==> config.mk <==
export PLATFORM = sky130hd
export DESIGN_NAME = rtca_alarm
export DESIGN_NICKNAME = d
export VERILOG_FILES = /design/src/rtca_pkg.sv /design/src/rtca_alarm.sv /design/src/rtca_match.sv
export SDC_FILE = /design/constraint.sdc
export NUM_CORES = 1
export LEC_CHECK = 0
export ABC_CLOCK_PERIOD_IN_PS = 2400
export BUFFER_PORTS_ARGS = -buffer_cell sky130_fd_sc_hd__buf_2
export CAP_MARGIN = 20
export CORE_MARGIN = 5
export CORE_UTILIZATION = 47
export CTS_CLUSTER_SIZE = 24
export DETAILED_ROUTE_END_ITERATION = 7
export PLACE_DENSITY = 0.86
export SYNTH_ARGS = -nofsm -noshare
export SYNTH_HDL_FRONTEND = slang
export SYNTH_SLANG_ARGS = --single-unit
==> constraint.sdc <==
create_clock -name REF_CLK -period 2.4 [get_ports REF_CLK]
set_input_delay 0.12 -clock REF_CLK [delete_from_list [all_inputs] [get_ports REF_CLK]]
set_output_delay 0.12 -clock REF_CLK [all_outputs]
set_load 0.03 [all_outputs]
==> src/rtca_pkg.sv <==
// Operation
// (RULE1) Upper sixteen control bits reserved, write zero
// (RULE2) Enable bit gates all alarm events
// (RULE3) Event at count zero, no wrap: clear enable
// (RULE4) Wrap option reloads counter from 00 to FF
// (RULE5) Counter value N gives N plus one triggers
// (RULE6) Every alarm event decrements the repeat counter; at 00 without wrap the code holds it at 00
// (RULE7) Initial level writable and used while disabled
// (RULE8) Enabled: initial level reads live pulse state
// (RULE9) Unstable flag warns of half-second rollover
// (RULE10) Short interval mask codes, half-second to hour
// (RULE11) Long interval mask codes, day to year
// (RULE12) Yearly February 29 alarm fires leap years only
// (RULE13) Reserved mask codes never programmed by software
// (RULE14) Software avoids field writes while unstable flag set
// (RULE15) Only power-on reset clears alarm control
// (RULE16) Half-second phase flag, cleared by seconds write
// (RULE17) Pin enable is output enable AND module on
// (RULE18) Event when unmasked fields match at interval
// (RULE19) Pulse starts at initial level, toggles per event
package rtca_pkg;

   // ==========================================================
   // Register map
   localparam logic [7:0] RTCA_ALARM_CTL_OFS = 8'h00;
   localparam logic [7:0] RTCA_CLOCK_CTL_OFS = 8'h04;
   localparam logic [7:0] RTCA_IRQ_STAT_OFS = 8'h08;
   localparam logic [7:0] RTCA_IRQ_MASK_OFS = 8'h0c;

   // ==========================================================
   // Alarm control fields
   localparam int RTCA_ENABLE_BIT = 15;
   localparam int RTCA_WRAP_BIT = 14;
   localparam int RTCA_PIV_BIT = 13;
   localparam int RTCA_UNSTABLE_BIT = 12;
   localparam int RTCA_MASK_LSB = 8;
   localparam int RTCA_RPT_LSB = 0;

   // ==========================================================
   // Clock control fields
   localparam int RTCA_ON_BIT = 15;
   localparam int RTCA_CC_UNSTABLE_BIT = 2;
   localparam int RTCA_PHASE_BIT = 1;
   localparam int RTCA_OE_BIT = 0;

   // ==========================================================
   // Interrupt status fields
   localparam int RTCA_IRQ_EVENT_BIT = 0;
   localparam int RTCA_IRQ_DONE_BIT = 1;
   localparam int RTCA_IRQ_W = 2;

   // ==========================================================
   // Reset values and counter limits
   localparam logic [7:0] RTCA_RPT_RST = 8'h00;
   localparam logic [7:0] RTCA_RPT_WRAP = 8'hff;
   localparam logic [3:0] RTCA_MASK_RST = 4'h0;

   // ==========================================================
   // Match interval codes
   typedef enum logic [3:0] {
      RTCA_IV_HALF = 4'h0,
      RTCA_IV_SEC = 4'h1,
      RTCA_IV_SEC10 = 4'h2,
      RTCA_IV_MIN = 4'h3,
      RTCA_IV_MIN10 = 4'h4,
      RTCA_IV_HOUR = 4'h5,
      RTCA_IV_DAY = 4'h6,
      RTCA_IV_WEEK = 4'h7,
      RTCA_IV_MONTH = 4'h8,
      RTCA_IV_YEAR = 4'h9
   } rtca_interval_t;

   // ==========================================================
   // Field-equality vector positions
   localparam int RTCA_M_SEC01 = 0;
   localparam int RTCA_M_SEC10 = 1;
   localparam int RTCA_M_MIN01 = 2;
   localparam int RTCA_M_MIN10 = 3;
   localparam int RTCA_M_HOUR = 4;
   localparam int RTCA_M_WDAY = 5;
   localparam int RTCA_M_DAY = 6;
   localparam int RTCA_M_MONTH = 7;
   localparam int RTCA_MATCH_W = 8;

endpackage : rtca_pkg
==> src/rtca_alarm.sv <==
`timescale 1ns/1ps
// ==========================================================
// Alarm control: enable, repeat count, pulse level, registers
module rtca_alarm
   import rtca_pkg::*;
#(
   parameter int ADDR_W = 8
)
(
   // Clock and power-on reset
   input wire logic REF_CLK,
   input wire logic RST_N,
   // Register port
   input wire logic [ADDR_W-1:0] ADDR,
   input wire logic [31:0] WR_DATA,
   input wire logic WR_EN,
   input wire logic RD_EN,
   output logic [31:0] RD_DATA,
   // Calendar side
   input wire logic HALF_TICK,
   input wire logic SEC_WRITE,
   input wire logic ROLLOVER_NEAR,
   input wire logic [RTCA_MATCH_W-1:0] FIELD_MATCH,
   input wire logic LEAP_YEAR,
   input wire logic ALARM_FEB29,
   // Outputs
   output logic ALARM_EVENT,
   output logic ALARM_PULSE,
   output logic CLK_OUT_EN,
   output logic IRQ
);

   // ==========================================================
   // Elaboration check: the decode needs the full low byte, and
   // a bus wider than 16 bits gains nothing here
   if (ADDR_W < 8 || ADDR_W > 16) begin : g_bad_addr_w
      $error("rtca_alarm: ADDR_W must be 8 to 16");
   end

   // ==========================================================
   // State
   logic enable_r, enable_nxt;
   logic wrap_r, wrap_nxt;
   logic piv_r, piv_nxt;
   logic [3:0] mask_r, mask_nxt;
   logic [7:0] rpt_r, rpt_nxt;
   logic on_r;
   logic oe_r;
   logic phase_r;
   logic unstable_r;
   logic pulse_r;
   logic event_r;
   logic [RTCA_IRQ_W-1:0] stat_r, stat_nxt;
   logic [RTCA_IRQ_W-1:0] imask_r;
   logic [31:0] rd_data_r;

   // ==========================================================
   // Address decode
   wire [7:0] addr8 = ADDR[7:0];
   wire upper_zero = (ADDR >> 8) == '0;
   wire sel_alarm = upper_zero && addr8 == RTCA_ALARM_CTL_OFS;
   wire sel_clock = upper_zero && addr8 == RTCA_CLOCK_CTL_OFS;
   wire sel_stat = upper_zero && addr8 == RTCA_IRQ_STAT_OFS;
   wire sel_imask = upper_zero && addr8 == RTCA_IRQ_MASK_OFS;
   wire wr_alarm = WR_EN && sel_alarm;
   wire wr_clock = WR_EN && sel_clock;
   wire wr_imask = WR_EN && sel_imask;
   wire rd_stat = RD_EN && sel_stat;
   // Write-data fields, named once for next-state logic and checks
   wire [7:0] wr_rpt = WR_DATA[RTCA_RPT_LSB +: 8];
   wire [3:0] wr_mask = WR_DATA[RTCA_MASK_LSB +: 4];
   wire wr_piv = WR_DATA[RTCA_PIV_BIT];

   // ==========================================================
   // Event qualification
   logic interval_hit;

   rtca_match u_match (
      .code(mask_r),
      .match(FIELD_MATCH),
      .phase(phase_r),
      .leap_year(LEAP_YEAR),
      .alarm_feb29(ALARM_FEB29),
      .hit(interval_hit)
   );

   // Fires on a half-second tick only while on and enabled; with the
   // module off the calendar is frozen, so no event can be trusted
   wire armed = on_r & enable_r; // see RULE2
   wire alarm_fire = HALF_TICK & armed & interval_hit; // see RULE18
   // Count zero is the last trigger, so a value N gives N+1 events
   wire at_zero = rpt_r == RTCA_RPT_RST;
   wire expire = alarm_fire & at_zero & ~wrap_r; // see RULE5

   // ==========================================================
   // Alarm control next state; a software write outranks an event
   // in the same cycle, so software sees what it wrote
   always_comb begin
      enable_nxt = enable_r;
      wrap_nxt = wrap_r;
      piv_nxt = piv_r;
      mask_nxt = mask_r;
      rpt_nxt = rpt_r;
      if (wr_alarm) begin
         // Upper half ignored on write
         enable_nxt = WR_DATA[RTCA_ENABLE_BIT]; // see RULE1
         wrap_nxt = WR_DATA[RTCA_WRAP_BIT];
         mask_nxt = wr_mask;
         rpt_nxt = wr_rpt;
         // Level frozen while the alarm runs
         if (!enable_r) begin
            piv_nxt = wr_piv; // see RULE7
         end
      end else if (alarm_fire) begin
         if (!at_zero) begin
            rpt_nxt = rpt_r - 8'h01; // see RULE6
         end else if (wrap_r) begin
            rpt_nxt = RTCA_RPT_WRAP; // see RULE4
         end else begin
            enable_nxt = 1'b0; // see RULE3
         end
      end
   end

   // Power-on reset only; no other reset reaches these bits
   always_ff @(posedge REF_CLK) begin
      if (!RST_N) begin // see RULE15
         enable_r <= 1'b0;
         wrap_r <= 1'b0;
         piv_r <= 1'b0;
         mask_r <= RTCA_MASK_RST;
         rpt_r <= RTCA_RPT_RST;
      end else begin
         enable_r <= enable_nxt;
         wrap_r <= wrap_nxt;
         piv_r <= piv_nxt;
         mask_r <= mask_nxt;
         rpt_r <= rpt_nxt;
      end
   end

   // ==========================================================
   // Clock control bits, phase and unstable flag
   always_ff @(posedge REF_CLK) begin
      if (!RST_N) begin
         on_r <= 1'b0;
         oe_r <= 1'b0;
         phase_r <= 1'b0;
         unstable_r <= 1'b0;
      end else begin
         if (wr_clock) begin
            on_r <= WR_DATA[RTCA_ON_BIT];
            oe_r <= WR_DATA[RTCA_OE_BIT];
         end
         // Seconds write restarts the second at its first half
         if (SEC_WRITE) begin
            phase_r <= 1'b0; // see RULE16
         end else if (HALF_TICK && on_r) begin
            phase_r <= ~phase_r;
         end
         // Warns software that a rollover may tear a read
         unstable_r <= on_r & ROLLOVER_NEAR; // see RULE9
      end
   end

   // ==========================================================
   // Alarm pulse: follows the initial level until enabled
   always_ff @(posedge REF_CLK) begin
      if (!RST_N) begin
         pulse_r <= 1'b0;
         event_r <= 1'b0;
      end else begin
         event_r <= alarm_fire;
         if (!enable_r) begin
            pulse_r <= piv_r; // see RULE7
         end else if (alarm_fire) begin
            pulse_r <= ~pulse_r; // see RULE19
         end
      end
   end

   // ==========================================================
   // Interrupt status; a new event wins over the read clear
   always_comb begin
      stat_nxt = rd_stat ? '0 : stat_r;
      if (alarm_fire) begin
         stat_nxt[RTCA_IRQ_EVENT_BIT] = 1'b1;
      end
      if (expire) begin
         stat_nxt[RTCA_IRQ_DONE_BIT] = 1'b1;
      end
   end

   always_ff @(posedge REF_CLK) begin
      if (!RST_N) begin
         stat_r <= '0;
         imask_r <= '0;
      end else begin
         stat_r <= stat_nxt;
         if (wr_imask) begin
            imask_r <= WR_DATA[RTCA_IRQ_W-1:0];
         end
      end
   end

   // ==========================================================
   // Read mux; unmapped addresses read zero
   wire piv_view = enable_r ? pulse_r : piv_r; // see RULE8
   wire [31:0] alarm_word = {16'h0000, enable_r, wrap_r, piv_view,
                             unstable_r, mask_r, rpt_r}; // see RULE1
   wire [31:0] clock_word = {16'h0000, on_r, 12'h000, unstable_r,
                             phase_r, oe_r};
   wire [31:0] stat_word = {{(32-RTCA_IRQ_W){1'b0}}, stat_r};
   wire [31:0] imask_word = {{(32-RTCA_IRQ_W){1'b0}}, imask_r};
   wire [31:0] rd_mux = sel_alarm ? alarm_word :
                        sel_clock ? clock_word :
                        sel_stat ? stat_word :
                        sel_imask ? imask_word : 32'h0000_0000;

   // Data stand only in the cycle after the read strobe
   always_ff @(posedge REF_CLK) begin
      if (!RST_N) begin
         rd_data_r <= 32'h0000_0000;
      end else begin
         rd_data_r <= RD_EN ? rd_mux : 32'h0000_0000;
      end
   end

   // ==========================================================
   // Outputs
   assign RD_DATA = rd_data_r;
   assign ALARM_EVENT = event_r;
   assign CLK_OUT_EN = on_r & oe_r; // see RULE17
   assign ALARM_PULSE = pulse_r & on_r & oe_r; // see RULE17
   assign IRQ = |(stat_r & imask_r);
endmodule : rtca_alarm

==> src/rtca_match.sv <==
`timescale 1ns/1ps
// ==========================================================
// Interval decoder: which equal fields must line up for a hit
module rtca_match
   import rtca_pkg::*;
(
   // Selection
   input wire logic [3:0] code,
   // Calendar state
   input wire logic [RTCA_MATCH_W-1:0] match,
   input wire logic phase,
   input wire logic leap_year,
   input wire logic alarm_feb29,
   // Result
   output logic hit
);

   // Cumulative field groups, each interval adds one field; week and month both build on the hour group
   wire sec01_ok = match[RTCA_M_SEC01];
   wire sec_ok = sec01_ok & match[RTCA_M_SEC10];
   wire min01_ok = sec_ok & match[RTCA_M_MIN01];
   wire min_ok = min01_ok & match[RTCA_M_MIN10];
   wire hour_ok = min_ok & match[RTCA_M_HOUR];
   wire week_ok = hour_ok & match[RTCA_M_WDAY];
   wire month_ok = hour_ok & match[RTCA_M_DAY];
   wire year_ok = month_ok & match[RTCA_M_MONTH];
   // Leap day only counts in a leap year
   wire leap_ok = ~alarm_feb29 | leap_year; // see RULE12
   // Whole-second points fall on the second-half edge
   wire sec_edge = phase;

   // Interval select; reserved codes never hit
   always_comb begin
      case (code)
         RTCA_IV_HALF: hit = 1'b1; // see RULE10
         RTCA_IV_SEC: hit = sec_edge;
         RTCA_IV_SEC10: hit = sec_edge & sec01_ok;
         RTCA_IV_MIN: hit = sec_edge & sec_ok;
         RTCA_IV_MIN10: hit = sec_edge & min01_ok;
         RTCA_IV_HOUR: hit = sec_edge & min_ok;
         RTCA_IV_DAY: hit = sec_edge & hour_ok; // see RULE11
         RTCA_IV_WEEK: hit = sec_edge & week_ok;
         RTCA_IV_MONTH: hit = sec_edge & month_ok;
         RTCA_IV_YEAR: hit = sec_edge & year_ok & leap_ok; // see RULE12
         default: hit = 1'b0; // see RULE13
      endcase
   end

endmodule : rtca_match

==> run summary <==
Worst-Skew Late Latency = 290 ps
Cell internal pwr = 1.08 mW
Largest net degree at the start of global routing = 32
Synth warnings = 0
Fin. max-slew vios = 0
Reg area = 821 µm²
Core area = 4320 µm²
Sum Neg Setup Slack = 0 ps
Rel. slew slack = 66.3%
Final wirelength = 4730 µm
Main synth FF type = dfxtp_1
Ys async rst share = 0%
H-tree lvl count = 2
# DRC = 0
Post-CTS Setup Bufs = 0
Diode count = 0
Switching share of total power = 23.0%
Design area = 2480 µm²
Worst-path maximum fanout = 10
Root buffer cell = clkbuf_8
Initial antenna violation count = 0
Antenna Violating Nets Remaining = 0
DR pass1 iterations = 4
Via count = 1753
Worst min-delay path class = in -> reg
Placer congestion estimate = 0.880
DR WL met2 = 2410 µm
Max clock buf depth = 2
GRT Overall Usage = 15.8%
Top cell type by total area after synthesis = dfxtp_1
Layout cells sized above 1 = 29.2%
PnR Total Power = 1.40 mW
WS Path Type = reg -> reg
Synth top area cells = dfxtp_1, buf_4, mux2i_1
Status = complete, no violations
Post-Synthesis Cells = 227
CTS sink cnt = 41
First-pass GRT wire length = 7610 µm
Required time worst endpoint = 2610 ps
Tmin final = 2090 ps
Post-Syn Area = 2070 µm²
Area Overhead vs Synth = 19.6%
Die ar. = 5840 µm²
Drt via density = 5.16
Maximum achievable frequency = 0.478 GHz
Unique masters post-synth = 58
Synth Area per Inst = 9.13 µm²
Max_cap viols = 0
Chip height = 76.4 µm
Crit. End Element = register
Crit start category = register
Nets = 346
IO Pins = 93
Maximum vdd drop = 0.233 mV
Clock Pin Slew Worst Setup and Hold Paths = 80 ps
RSZ-0062 raised after global routing = no
Worst-margin pin slew = 505 ps
Logic pwr share = 9.8%
Cts hold-fix bufs = 1
Clock skew = 3.98 ps
Initial cell density of the core = 47.9%
Die X = 76.4 µm
Area of the multi-input gates = 1100 µm²
Post-CTS sizing = 0
Num rows = 24
# setup viols final = 0
Gr ovfl total = 0
M1 WL = 1950 µm
DR iter-0 viols = 94
Layout filler cell count = 399
TritonCTS clock tree = built
Buffers added on ports = 59
Fin crit share = 87.1%
Switching Power = 0.322 mW
Total power per unit cell area = 564 nW/µm²
Hold Crit Depth = 2
WP data arrival = 2300 ps
Post-synth EDFFs = 0
Post-DP HPWL = 3560 µm
Synth top area share = 39.6%
Metal3 WL = 301 µm
Hold Fails Final Rpt = 0
R2R cell count = 7
Post-DP Area = 2350 µm²
Max layer used = met4
Cts bufs inserted = 5
Static Leakage = 1.12 nW
Synthesis-stage register bit count = 41
Vias in the first global route = 1685
Seq/Total Area, Yosys = 39.6%
Sequential share of power = 49.1%
Per-cell routed wire length = 13.9 µm
Clock power share = 41.0%
## metrics by stage
step	worst slack (ps)	util, %	instances	hold slack [ps]
6_report	309	57.3	340	69.8
5_1_grt	198	57.3	340	64.8
4_1_cts	334	57.3	340	70.5
3_5_place_dp	368	54.4	331	295
3_3_place_gp	419	54.4	331	293
2_1_floorplan	599	-	242	196
## placed cells by master, fill, tap and decap left out, drive strengths merged, types with 3 or more instances in the layout
cell | Yosys | layout
nand2 | 18 | 18
nor3 | 4 | 4
a21boi | 7 | 7
a211oi | 3 | 3
o21ai | 9 | 9
inv | 6 | 6
mux2i | 8 | 8
conb | 1 | 16
clkbuf | 7 | 7
a31oi | 5 | 5
nor4 | 6 | 6
nand3 | 6 | 6
nor2b | 10 | 10
buf | 21 | 65
and3 | 5 | 5
nand4 | 6 | 6
a21oi | 4 | 4
dfxtp | 41 | 41
and2 | 15 | 15
o31a | 4 | 4
nor2 | 8 | 8
## area by class of cell
cell class,instances,share of cell area (%)
clock inverter,1,1.21
inverter,6,0.909
clock buffer,7,3.48
multi-input combinational,167,44.5
sequential,41,33.1
timing repair buffer,66,14.1
tap,52,2.62
## cell usage after synthesis (4+ instances only)
master	number
a31oi_1	5
nand3_1	5
a21boi_0	7
o21ai_0	8
mux2i_1	8
nor2_1	8
nor2b_1	10
nor4_1	5
and2_1	12
inv_1	6
nand2_1	18
buf_4	18
a21oi_1	4
nor3_1	4
dfxtp_1	41
nand4_1	5
and3_1	4
o31a_1	4
clkbuf_1	7
## power groups by stage
stage	combinational [mW]	sequential, mW	clock, mW
floorplan	0.112	0.701	0
global placement	0.132	0.702	0
detailed placement	0.135	0.702	0
CTS	0.137	0.686	0.580
global route	0.149	0.686	0.612
finish	0.137	0.686	0.573
## cells by family (layout without fill, tap and decap cells)
group                      Yosys count  count (layout)  synth area share, %
other                                1              16                0.181
and+or+nand+nor                     90              90                 25.7
adders and majority gates            2               2                 1.21
buffers and inverters               34              80                 9.84
xor gates and xnor gates             3               3                 1.27
DFF                                 41              41                 39.6
muxes                               11              11                 6.58
AOI/OAI and AO/OA                   45              45                 15.6
## critical path, cell delays in order (launching register included)
cell and delay (ps):
dfxtp_1 380, o21ai_1 140, nand4_1 150, or3_1 410, o22ai_2 390, buf_4 220
a311oi_1 90, a211oi_1 220
## routing by layer
layer  GRT usage [%]  vias up
met4            5.59        0
met2            27.1       41
met1            18.2      812
met5               0        -
met3            5.08        8
li1                -      892
## registers in the layout, summed over array words and instances (netlist names)
register / flops
piv_r: 1
rpt_r: 8
oe_r: 1
pulse_r: 1
ALARM_EVENT: 1
RD_DATA: 16
phase_r: 1
unstable_r: 1
enable_r: 1
stat_r: 2
mask_r: 4
wrap_r: 1
imask_r: 2
on_r: 1
## final timing paths
kind / startpoint / slack [ps] / endpoint
max: mask_r[1]$_SDFFE_PN0P_ / 310 / rpt_r[2]$_SDFFE_PN0P_
min: ROLLOVER_NEAR / 70 / unstable_r$_SDFF_PN0_
max reg2reg: mask_r[1]$_SDFFE_PN0P_ / 310 / rpt_r[2]$_SDFFE_PN0P_
min reg2reg: unstable_r$_SDFF_PN0_ / 470 / RD_DATA[12]$_SDFF_PN0_
No activity file was read; power rests on OpenSTA's default activity.
